[src/boot_ctrl_params.svh]
// Constants for boot source selection and reset control
// Operation
// - Boot source chosen from three-pin strap
// - Floating strap pin is a third state
// - F00 sync muxed, F01 async muxed
// - F11 USB boot, F0F async SRAM
// - F1F/0F1 fall back to USB; 1FF none
// - SPI flash of 4/8/16/32 Mbit only
// - I2C boot as master from EEPROM
// - Low hard reset pin restarts device
// - All I/O high impedance during hard reset
// - Bootloader configures I/O per strap after reset
// - Soft reset: CPU reset or device reset
// - CPU reset clears PC, keeps firmware
// - Device reset acts as hard reset
// - Deepest low-power exit loses firmware
`ifndef BOOT_CTRL_PARAMS_SVH
`define BOOT_CTRL_PARAMS_SVH

`define CLK_MHZ         200
`define SETTLE_NS       100
`define CPU_RST_NS      80
`define DEV_RST_NS      200
`define SETTLE_CYC      ((`SETTLE_NS * `CLK_MHZ + 999) / 1000)
`define CPU_RST_CYC     ((`CPU_RST_NS * `CLK_MHZ + 999) / 1000)
`define DEV_RST_CYC     ((`DEV_RST_NS * `CLK_MHZ + 999) / 1000)

`define STRAP_F00       6'h20
`define STRAP_F01       6'h21
`define STRAP_F11       6'h25
`define STRAP_F0F       6'h22
`define STRAP_F1F       6'h26
`define STRAP_1FF       6'h1a
`define STRAP_0F1       6'h09
`define STRAP_RST       6'h00

`define SPI_MBIT_4      8'h04
`define SPI_MBIT_8      8'h08
`define SPI_MBIT_16     8'h10
`define SPI_MBIT_32     8'h20

`endif

[src/boot_ctrl_pkg.sv]
// Types for boot source selection and reset control
package boot_ctrl_pkg;

  typedef enum logic [1:0] {
    LVL_LO = 2'b00,
    LVL_HI = 2'b01,
    LVL_FL = 2'b10
  } pin_level_t;

  typedef enum logic [2:0] {
    SRC_NONE       = 3'b000,
    SRC_SYNC_ADDRESS_DATA_MUXED_MODE = 3'b001,
    SRC_ASYN_ADDRESS_DATA_MUXED_MODE = 3'b010,
    SRC_ASYN_SRAM  = 3'b011,
    SRC_USB        = 3'b100,
    SRC_I2C        = 3'b101,
    SRC_SPI        = 3'b110
  } boot_src_t;

  typedef enum logic [2:0] {
    ST_HOLD    = 3'b000,
    ST_PULL_UP = 3'b001,
    ST_PULL_DN = 3'b010,
    ST_DECODE  = 3'b011,
    ST_LOAD    = 3'b100,
    ST_RUN     = 3'b101,
    ST_CPU_RST = 3'b110,
    ST_HALT    = 3'b111
  } fsm_t;

  typedef struct packed {
    boot_src_t src;
    logic      usb_fallback;
    logic      reserved;
    logic      fw_valid;
  } boot_status_t;

endpackage : boot_ctrl_pkg

[src/boot_source_and_reset_control.sv]
// Strap decode, bootloader sequencing and reset control
`timescale 1ns/1ps
`include "boot_ctrl_params.svh"

module boot_source_and_reset_control
  import boot_ctrl_pkg::*;
(
  // Clock and reset
  input  wire logic         i_clk,
  input  wire logic         i_srst,
  // Device pins and supply
  input  wire logic         i_hard_reset_n,
  input  wire logic         i_core_power_good,
  input  wire logic [2:0]   i_boot_select_strap,
  // Soft reset requests from processor_port_init_control
  input  wire logic         i_cpu_reset_req,
  input  wire logic         i_device_reset_req,
  // Bootloader handshake
  input  wire logic         i_load_done,
  input  wire logic         i_load_fail,
  input  wire logic [7:0]   i_spi_mbit,
  // Pad and core control
  output logic              o_io_hiz,
  output logic              o_strap_pull_up,
  output logic              o_core_reset,
  output logic              o_cpu_pc_reset,
  // Boot control
  output logic              o_loader_start,
  output logic              o_loader_active,
  output logic              o_i2c_master_en,
  output boot_status_t      o_boot_status
);

  typedef struct packed {
    fsm_t         st;
    logic [1:0]   rst_s1;
    logic [1:0]   rst_s2;
    logic [2:0]   pin_s1;
    logic [2:0]   pin_s2;
    logic [2:0]   up_smp;
    logic [5:0]   code;
    logic [7:0]   cnt;
    logic         start;
    boot_status_t stat;
  } state_t;

  state_t st_r;
  state_t st_nxt;

  logic       pins_ok;
  logic       spi_ok;
  logic       load_bad;
  logic [5:0] code_nxt;

  // Reset pin and supply both synchronised; low on either restarts all
  assign pins_ok = st_r.rst_s2[1] & st_r.rst_s2[0];

  always_comb begin
    case (i_spi_mbit)
      `SPI_MBIT_4, `SPI_MBIT_8,
      `SPI_MBIT_16, `SPI_MBIT_32: spi_ok = 1'b1;
      default:                    spi_ok = 1'b0;
    endcase
  end

  assign load_bad = i_load_fail |
                    ((st_r.stat.src == SRC_SPI) & ~spi_ok);

  // Pull-up gives 1 and pull-down 0 only on a floating pin
  genvar g;
  generate
    for (g = 0; g < 3; g++) begin : g_lvl
      assign code_nxt[2*g +: 2] =
        (st_r.up_smp[g] != st_r.pin_s2[g]) ? LVL_FL :
        (st_r.pin_s2[g] ? LVL_HI : LVL_LO);
    end
  endgenerate

  always_comb begin
    st_nxt        = st_r;
    st_nxt.rst_s1 = {i_hard_reset_n, i_core_power_good};
    st_nxt.rst_s2 = st_r.rst_s1;
    st_nxt.pin_s1 = i_boot_select_strap;
    st_nxt.pin_s2 = st_r.pin_s1;
    st_nxt.start  = 1'b0;
    st_nxt.cnt    = st_r.cnt + 8'h01;
    case (st_r.st)
      ST_HOLD: begin
        if (st_r.cnt == 8'(`DEV_RST_CYC - 1)) begin
          st_nxt.st  = ST_PULL_UP;
          st_nxt.cnt = 8'h00;
        end
      end
      ST_PULL_UP: begin
        if (st_r.cnt == 8'(`SETTLE_CYC - 1)) begin
          st_nxt.up_smp = st_r.pin_s2;
          st_nxt.st     = ST_PULL_DN;
          st_nxt.cnt    = 8'h00;
        end
      end
      ST_PULL_DN: begin
        if (st_r.cnt == 8'(`SETTLE_CYC - 1)) begin
          st_nxt.code = code_nxt;
          st_nxt.st   = ST_DECODE;
        end
      end
      ST_DECODE: begin
        st_nxt.st    = ST_LOAD;
        st_nxt.start = 1'b1;
        case (st_r.code)
          `STRAP_F00: st_nxt.stat.src = SRC_SYNC_ADDRESS_DATA_MUXED_MODE;
          `STRAP_F01: st_nxt.stat.src = SRC_ASYN_ADDRESS_DATA_MUXED_MODE;
          `STRAP_F11: st_nxt.stat.src = SRC_USB;
          `STRAP_F0F: st_nxt.stat.src = SRC_ASYN_SRAM;
          `STRAP_F1F: begin
            st_nxt.stat.src          = SRC_I2C;
            st_nxt.stat.usb_fallback = 1'b1;
          end
          `STRAP_1FF: st_nxt.stat.src = SRC_I2C;
          `STRAP_0F1: begin
            st_nxt.stat.src          = SRC_SPI;
            st_nxt.stat.usb_fallback = 1'b1;
          end
          default: begin
            st_nxt.stat.reserved = 1'b1;
            st_nxt.st            = ST_HALT;
            st_nxt.start         = 1'b0;
          end
        endcase
      end
      ST_LOAD: begin
        if (load_bad) begin
          // Fallback restarts the loader once on USB
          if (st_r.stat.usb_fallback) begin
            st_nxt.stat.src          = SRC_USB;
            st_nxt.stat.usb_fallback = 1'b0;
            st_nxt.start             = 1'b1;
          end else begin
            st_nxt.st = ST_HALT;
          end
        end else if (i_load_done) begin
          st_nxt.stat.fw_valid = 1'b1;
          st_nxt.st            = ST_RUN;
        end
      end
      ST_RUN: begin
        if (i_device_reset_req) begin
          st_nxt = '0;
          st_nxt.rst_s1 = {i_hard_reset_n, i_core_power_good};
          st_nxt.rst_s2 = st_r.rst_s1;
          st_nxt.pin_s1 = i_boot_select_strap;
          st_nxt.pin_s2 = st_r.pin_s1;
        end else if (i_cpu_reset_req) begin
          st_nxt.st  = ST_CPU_RST;
          st_nxt.cnt = 8'h00;
        end
      end
      ST_CPU_RST: begin
        if (st_r.cnt == 8'(`CPU_RST_CYC - 1)) begin
          st_nxt.st = ST_RUN;
        end
      end
      ST_HALT: begin
        st_nxt.st = ST_HALT;
      end
      default: begin
        st_nxt.st = ST_HOLD;
      end
    endcase
    // Pin or supply loss wins over everything; RAM contents gone
    if (!pins_ok) begin
      st_nxt.st   = ST_HOLD;
      st_nxt.cnt  = 8'h00;
      st_nxt.stat = '0;
      st_nxt.code = `STRAP_RST;
    end
  end

  always_ff @(posedge i_clk) begin
    if (i_srst) begin
      st_r <= '0;
    end else begin
      st_r <= st_nxt;
    end
  end

  // Pads stay released until the strap is read
  assign o_io_hiz        = (st_r.st == ST_HOLD) ||
                           (st_r.st == ST_PULL_UP) ||
                           (st_r.st == ST_PULL_DN);
  assign o_strap_pull_up = (st_r.st == ST_PULL_UP);
  assign o_core_reset    = (st_r.st == ST_HOLD);
  assign o_cpu_pc_reset  = (st_r.st != ST_RUN);
  assign o_loader_start  = st_r.start;
  assign o_loader_active = (st_r.st == ST_LOAD);
  assign o_i2c_master_en = (st_r.st == ST_LOAD) &&
                           (st_r.stat.src == SRC_I2C);
  assign o_boot_status   = st_r.stat;
endmodule : boot_source_and_reset_control

[config.mk]
export PLATFORM = sky130hd
export DESIGN_NAME = boot_source_and_reset_control
export DESIGN_NICKNAME = d
export VERILOG_FILES = /design/src/boot_ctrl_pkg.sv /design/src/boot_source_and_reset_control.sv
export VERILOG_INCLUDE_DIRS = /design/src
export SDC_FILE = /design/constraint.sdc
export NUM_CORES = 1
export LEC_CHECK = 0
export BUFFER_PORTS_ARGS = -buffer_cell sky130_fd_sc_hd__buf_2
export CAP_MARGIN = 20
export CORE_MARGIN = 2
export CORE_UTILIZATION = 50
export CTS_BUF_LIST = sky130_fd_sc_hd__clkbuf_4 sky130_fd_sc_hd__clkbuf_8
export CTS_CLUSTER_SIZE = 8
export DETAILED_ROUTE_END_ITERATION = 6
export MAX_ROUTING_LAYER = met4
export PLACE_DENSITY = 0.82
export SYNTH_ARGS = -nofsm -noshare
export SYNTH_HDL_FRONTEND = slang
export SYNTH_SLANG_ARGS = --single-unit
[constraint.sdc]
create_clock -name i_clk -period 1.8 [get_ports i_clk]
set_clock_uncertainty 0.1 [all_clocks]
set_input_delay 0 -clock i_clk [delete_from_list [all_inputs] [get_ports i_clk]]
set_output_delay 0 -clock i_clk [all_outputs]
set_load 0.03 [all_outputs]
# Word-level counts from Yosys, hierarchy flattened
# Index checks and enable logic that the tools add are counted.
# classes
n_eq_ne,42
reduce_logical,21
add_sub_neg,1
bitwise_logic,5
muxes,40
# ops
operator,n
$mux W8,4
$eq A6 B6 Y1 const B,5
$mux W3,10
$pmux W3 S8,1
$pmux W8 S3,1
$eq A3 B3 Y1 const B,6
$pmux W3 S6,1
$eq A8 B4 Y1 const B,2
$eq A8 B5 Y1 const B,2
$eq A8 B6 Y1 const B,2
$pmux W5 S3,1
$ne A2 B2 Y1 const B,7
$mux W6,2
$pmux W6 S2,1
$mux W5,2
$mux W1,9
$mux W9,1
$ne A3 B3 Y1 const B,3
$reduce_and A3 Y1,3
$add A8 B1 Y8 const B,1
$eq A8 B3 Y1 const B,1
$mux W2,4
$ne A2 B1 Y1 const B,4
$reduce_and A4 Y1,2
other kinds (22),34
# word_totals
regBits,37
word_cells,122
out_inout_bits,13
in_bits,19

# Depth between registers and ports, before layout
# depth
word_depth,8
ltp_mapped,8
ltp_nobuf,7

# Worst setup path before layout
# No wires, ideal clock.
# synth_path
path_kind,register -> register
startpoint,register st_r[36] in the netlist's numbering
endpoint,register st_r[34] in the netlist's numbering
synth_period_minus_slack_ns,2.150
slack_ns,-0.350
t_required_ns,1.576
n_path_buf,1
setup_time_ns,0.124
arrival_ns,1.927
path_stages_with_launch,7
path_cell_list,dfxtp_1 -> clkbuf_1 -> nor3_1 -> o31a_1 -> a31o_2 -> a2bb2oi_1 -> o22ai_1
# synth_via
elab_chain_len,3
word_cells_on_any_way,17
classes_between,eq/ne (14); mux (1); reduce/logical (2)
# synth_lines
element,line_no,text
start: declaration,boot_source_and_reset_control.sv:47,state_t st_r;
start signal: assignment,boot_source_and_reset_control.sv:183,st_r <= st_nxt;
$logic_not A3 Y1 (*),-,
via o_core_reset,boot_source_and_reset_control.sv:25,"output logic o_core_reset,"
$ne A2 B1 Y1 (no line),-,
$reduce_and A7 Y1 (no line),-,
# Mark *: on every way through the listed nets, which the timed path passes. The rest lies on a longest branch.
# A chain may end at the register's enable or synchronous reset.

# Worst setup path in the final report
# layout_path
startpoint,register st_r[10] in the netlist's numbering
endpoint,register st_r[13] in the netlist's numbering
# layout_via
elab_chain_len,4
word_cells_on_any_way,8
classes_between,add/sub (1); eq/ne (2); mux (5)
# layout_lines
element,line_no,text
$add A8 B1 Y8,boot_source_and_reset_control.sv:86,st_nxt.cnt = st_r.cnt + 8'h01;
$mux W8,boot_source_and_reset_control.sv:153,end else if (i_cpu_reset_req) begin
$mux W8,boot_source_and_reset_control.sv:147,if (i_device_reset_req) begin
$pmux W8 S3 (*),boot_source_and_reset_control.sv:87,case (st_r.st)
# Mark *: on every way between the ends. The rest lies on a longest branch, timed or not.

==> results.txt <==
The mux share of post-synthesis cell area was 0.518%. The maximum number of pins on one net before global-route repair came out at 17. In this run the power spent charging and discharging nets is 0.363 mW. The root buffer cell chosen for the clock tree is clkbuf_8.

Power per cell area: 589 nW/um2. The prevailing post-synth register cell is dfxtp_1. The library cell used most frequently in the layout, excluding fill and tap cells, is buf_4. The endpoint with the worst hold slack was o_boot_status[0].

The area of the core was 3690 um2; the portion of total power attributed to combinational logic was 4.7%. The logs give -0.172 ns for the worst setup margin and 76.0% for the final standard cell utilization of the core. Once the floorplan was initialized, standard cells occupied 52.4% of the core. The tools report the max-cap check violation count as 0. The synthesized netlist devotes 21.0% of its cell area to compound gates. The post-route clock period utilization was 110%; the distinct cell type count of the synthesized netlist was 54.

Synthesis-to-finish area growth: 45.1%. The startpoint identified for the worst register-to-register timing path is st_r[10]. The synthesized net count is 253, and the placer congestion estimate is 0.868.

The worst register-to-register path has a setup slack of -0.17 ns. The die covers 4380 um2. For the internal cell power, the log shows 1.29 mW. Count of clock tree sinks: 37. The die outline width came out at 66.2 um. The number of I/O port buffers was 31; the global-route total usage across every layer was 24.5%. Sequential cells were found to cover 38.3% of the synthesized design area. The filler cells instantiated in the layout total 286. The worst pin sits at a relative slew slack of 60.7%. Synthesis warning total: 0. The checks that failed: setup timing. Row generation in the floorplan step produced 22 rows. The post-route netlist has 41.2% of its cells at a drive strength greater than 1. After detailed routing, the number of vias per cell comes to 5.61. The critical register-to-register path endpoint is st_r[13]. The tools report the kind of capture point of the worst setup path as a flip-flop. Prior to clock tree synthesis, the placed netlist has a worst setup slack of -0.159 ns.

Overall power consumption after layout is estimated at 1.65 mW. The finished layout cell area is 2800 um2. The largest individual stage delay along the critical path comes from the cell or4b_1. Time the worst path needs with I/O delays and setup: 1.97 ns.

The remaining global-route overflow was 0. For the timing-limited maximum frequency, the log shows 507 MHz. The area share of fa/ha/maj cells after synthesis works out to 2.59%. The flow ran to the end, but the final reports show violations.

The flip-flop and latch count after synthesis came out at 37. Dividing the synthesized area by the synthesized cell count gives 8.40 um2. The tools report the initial antenna violation count as 0. Walking the worst path, the cells encountered are or4b_1, o31a_1, a31o_4, o31ai_4, nor2_1. The clock-pin slew reported for the worst setup and hold paths after clock tree synthesis was 0.08 ns; the worst ir drop on vdd was 0.462 mV. The detailed router's first-iteration violation count is 145. The number of cells on the worst reg-to-reg path is 5.

The worst hold path belongs to the class in -> reg. The mapped netlist covers 1930 um2. The startpoint of the tightest hold check path is i_device_reset_req. The first-pass GRT wire length came out at 7.95 mm. The number of clock buffers added by TritonCTS is 5.

After detailed routing, the average wire length per cell comes to 14.3 um. STA puts the critical path data required time at 1.88 ns. In the layout the commonest cells are 38 x buf_4, 31 x dfxtp_1, 30 x buf_2, 24 x nand2_1, 17 x nor2_1. Parity-gate share of the synthesized area counting xor and xnor cells: 3.63%. Clock network latency to the later pin of the worst-skew pair: 0.30 ns.

The number of instances in the synthesized netlist came out at 230. Setup violations remaining at the end of the flow were counted as 10. The I/O pin count was 32; the maximum single-stage delay on the critical path was 0.52 ns. The total count of max-transition violations in the final report was 0. The tools report the sequential cell fraction of total power as 50.4%.

The switching share of total power works out to 22.0%. The share of flip-flops with an asynchronous set or reset after synthesis works out to 0%. The detailed placer's ending HPWL was 3.36 mm; the via count of the routed design was 1996. Number of nets in the final layout: 330.

The synthesized design contains 0 enable-type register cells. The height of the die works out to 66.2 um. Dominant combinational cell family by area after synthesis: simple AND/OR/NAND/NOR gates. The via count of the first global-routing pass was 1842; the post-detailed-route count of antenna-violating nets was 0. Of all nets on the critical path, the largest fanout is 7. The share of total power dissipated in the clock network is 44.9%. The number of instances on the worst hold path is 4. At the pin with the least slew margin, the transition time is 0.583 ns. TritonCTS built the clock tree. For the worst setup path, the data arrival time is 2.05 ns. For this design the static power due to leakage is 1.12 nW. Before antenna repair, the detailed router went through 4 iterations. The critical path class is reg -> reg. Summed over all instances, the cell type with the most area after synthesis is dfxtp_1. The area fraction in and, or, nand and nor cells after synthesis was 28.9%. The nature of the critical path startpoint is a flip-flop. The deepest level of the CTS H-tree is 2, and the number of hold violations in the final report is 0. The clock passes through at most 2 buffers.

After detailed routing, the number of remaining DRC violations is 0. The placement-stage cell area is 2350 um2. Ranked by total cell area, the synthesized netlist is headed by dfxtp_1 38%, nor2b_1 5.2%, nand2_1 5.1%, a21oi_1 4.7%, nand3_1 4.4%. After detailed routing, the total wire length is 5.07 mm. The repair_antennas step left the layout with diodes totalling 0. The area fraction of the dominant cell type after synthesis was 38.3%. Setup repair after global routing could not meet its margin everywhere.
## worst max-delay path: cells and delay by family (launching register included)
family / cells / cell delay [ns]
DFF: 1 / 0.32
AOI/OAI and AO/OA: 3 / 0.82
and+or+nand+nor: 2 / 0.62
## state kept, by name, summed over array words and instances (netlist names)
| signal | flops |
|---|---|
| o_loader_start | 1 |
| st_r | 30 |
| o_boot_status | 6 |
## Yosys cell counts (all sizes together), types with 3 or more instances
| cell | n |
|---|---|
| nor2 | 18 |
| nor2b | 16 |
| ha | 4 |
| nand3 | 17 |
| nor3b | 3 |
| nor3 | 5 |
| nand2 | 26 |
| xnor2 | 4 |
| inv | 7 |
| o21ai | 9 |
| a32oi | 3 |
| buf | 8 |
| xor2 | 4 |
| dfxtp | 37 |
| a21oi | 18 |
| o31ai | 3 |
| clkbuf | 4 |
| nor4b | 3 |
## layout make-up
| type | count | area (um2) | share of cell area, % |
|---|---|---|---|
| clock buffer | 5 | 68.8 | 2.45 |
| clock inverter | 3 | 46.3 | 1.65 |
| inverter | 7 | 26.3 | 0.937 |
| multi-input combinational | 174 | 1280 | 45.5 |
| sequential | 37 | 748 | 26.7 |
| tap | 48 | 60.1 | 2.14 |
| timing repair buffer | 82 | 578 | 20.6 |
## power groups by stage
stage               registers, mW  logic (mW)  clock network, mW
global placement            0.850      0.0517                  0
CTS                         0.831      0.0737              0.742
finish                      0.832      0.0777              0.741
global route                0.832      0.0855              0.781
detailed placement          0.851      0.0538                  0
floorplan                   0.850      0.0249                  0
## layer usage
layer	part of all wire (%)	track usage, %	vias up	wire length [um]
li1	-	-	975	-
met1	44	30.0	955	2210
met2	49	40.4	55	2500
met3	5.3	6.13	11	267
met4	1.9	6.12	0	95
met5	0	-	-	0
## worst max-delay path by stage
stage | startpoint | end | slack, ns
after floorplan | st_r[10] | st_r[10] | -0.08
after global placement | st_r[10] | st_r[10] | -0.11
after detailed placement | st_r[10] | st_r[14] | -0.16
after CTS | st_r[10] | st_r[14] | -0.15
after global routing | st_r[10] | st_r[10] | -0.23
final | st_r[10] | st_r[13] | -0.17
## kinds of logic (layout without fill, tap and decap cells)
group / count (synthesis) / count (layout)
compound gates: 56 / 56
simple gates: 105 / 105
mux: 1 / 1
xor+xnor: 8 / 8
flops: 37 / 37
buf+inv: 19 / 97
fa+ha+maj: 4 / 4
## metrics by stage
stage	hold WS, ns	setup TNS [ns]	std cells
finish	0.00647	-1.38	356
global route	0.0335	-2.21	356
CTS	0.0448	-1.19	353
detailed placement	0.116	-1.32	331
global placement	0.109	-0.768	331
floorplan	-0.0284	-0.623	230
## what timing repair did
item | CTS | global route
pin swaps | 7 | 15
setup buffers | 2 | 4
hold endpoints to repair | 15 | 0
gates resized for setup | 10 | 32
cloned | 0 | 0
setup endpoints to repair | 17 | 25
hold buffers | 12 | 0
No activity file was read; power rests on OpenSTA's default activity.
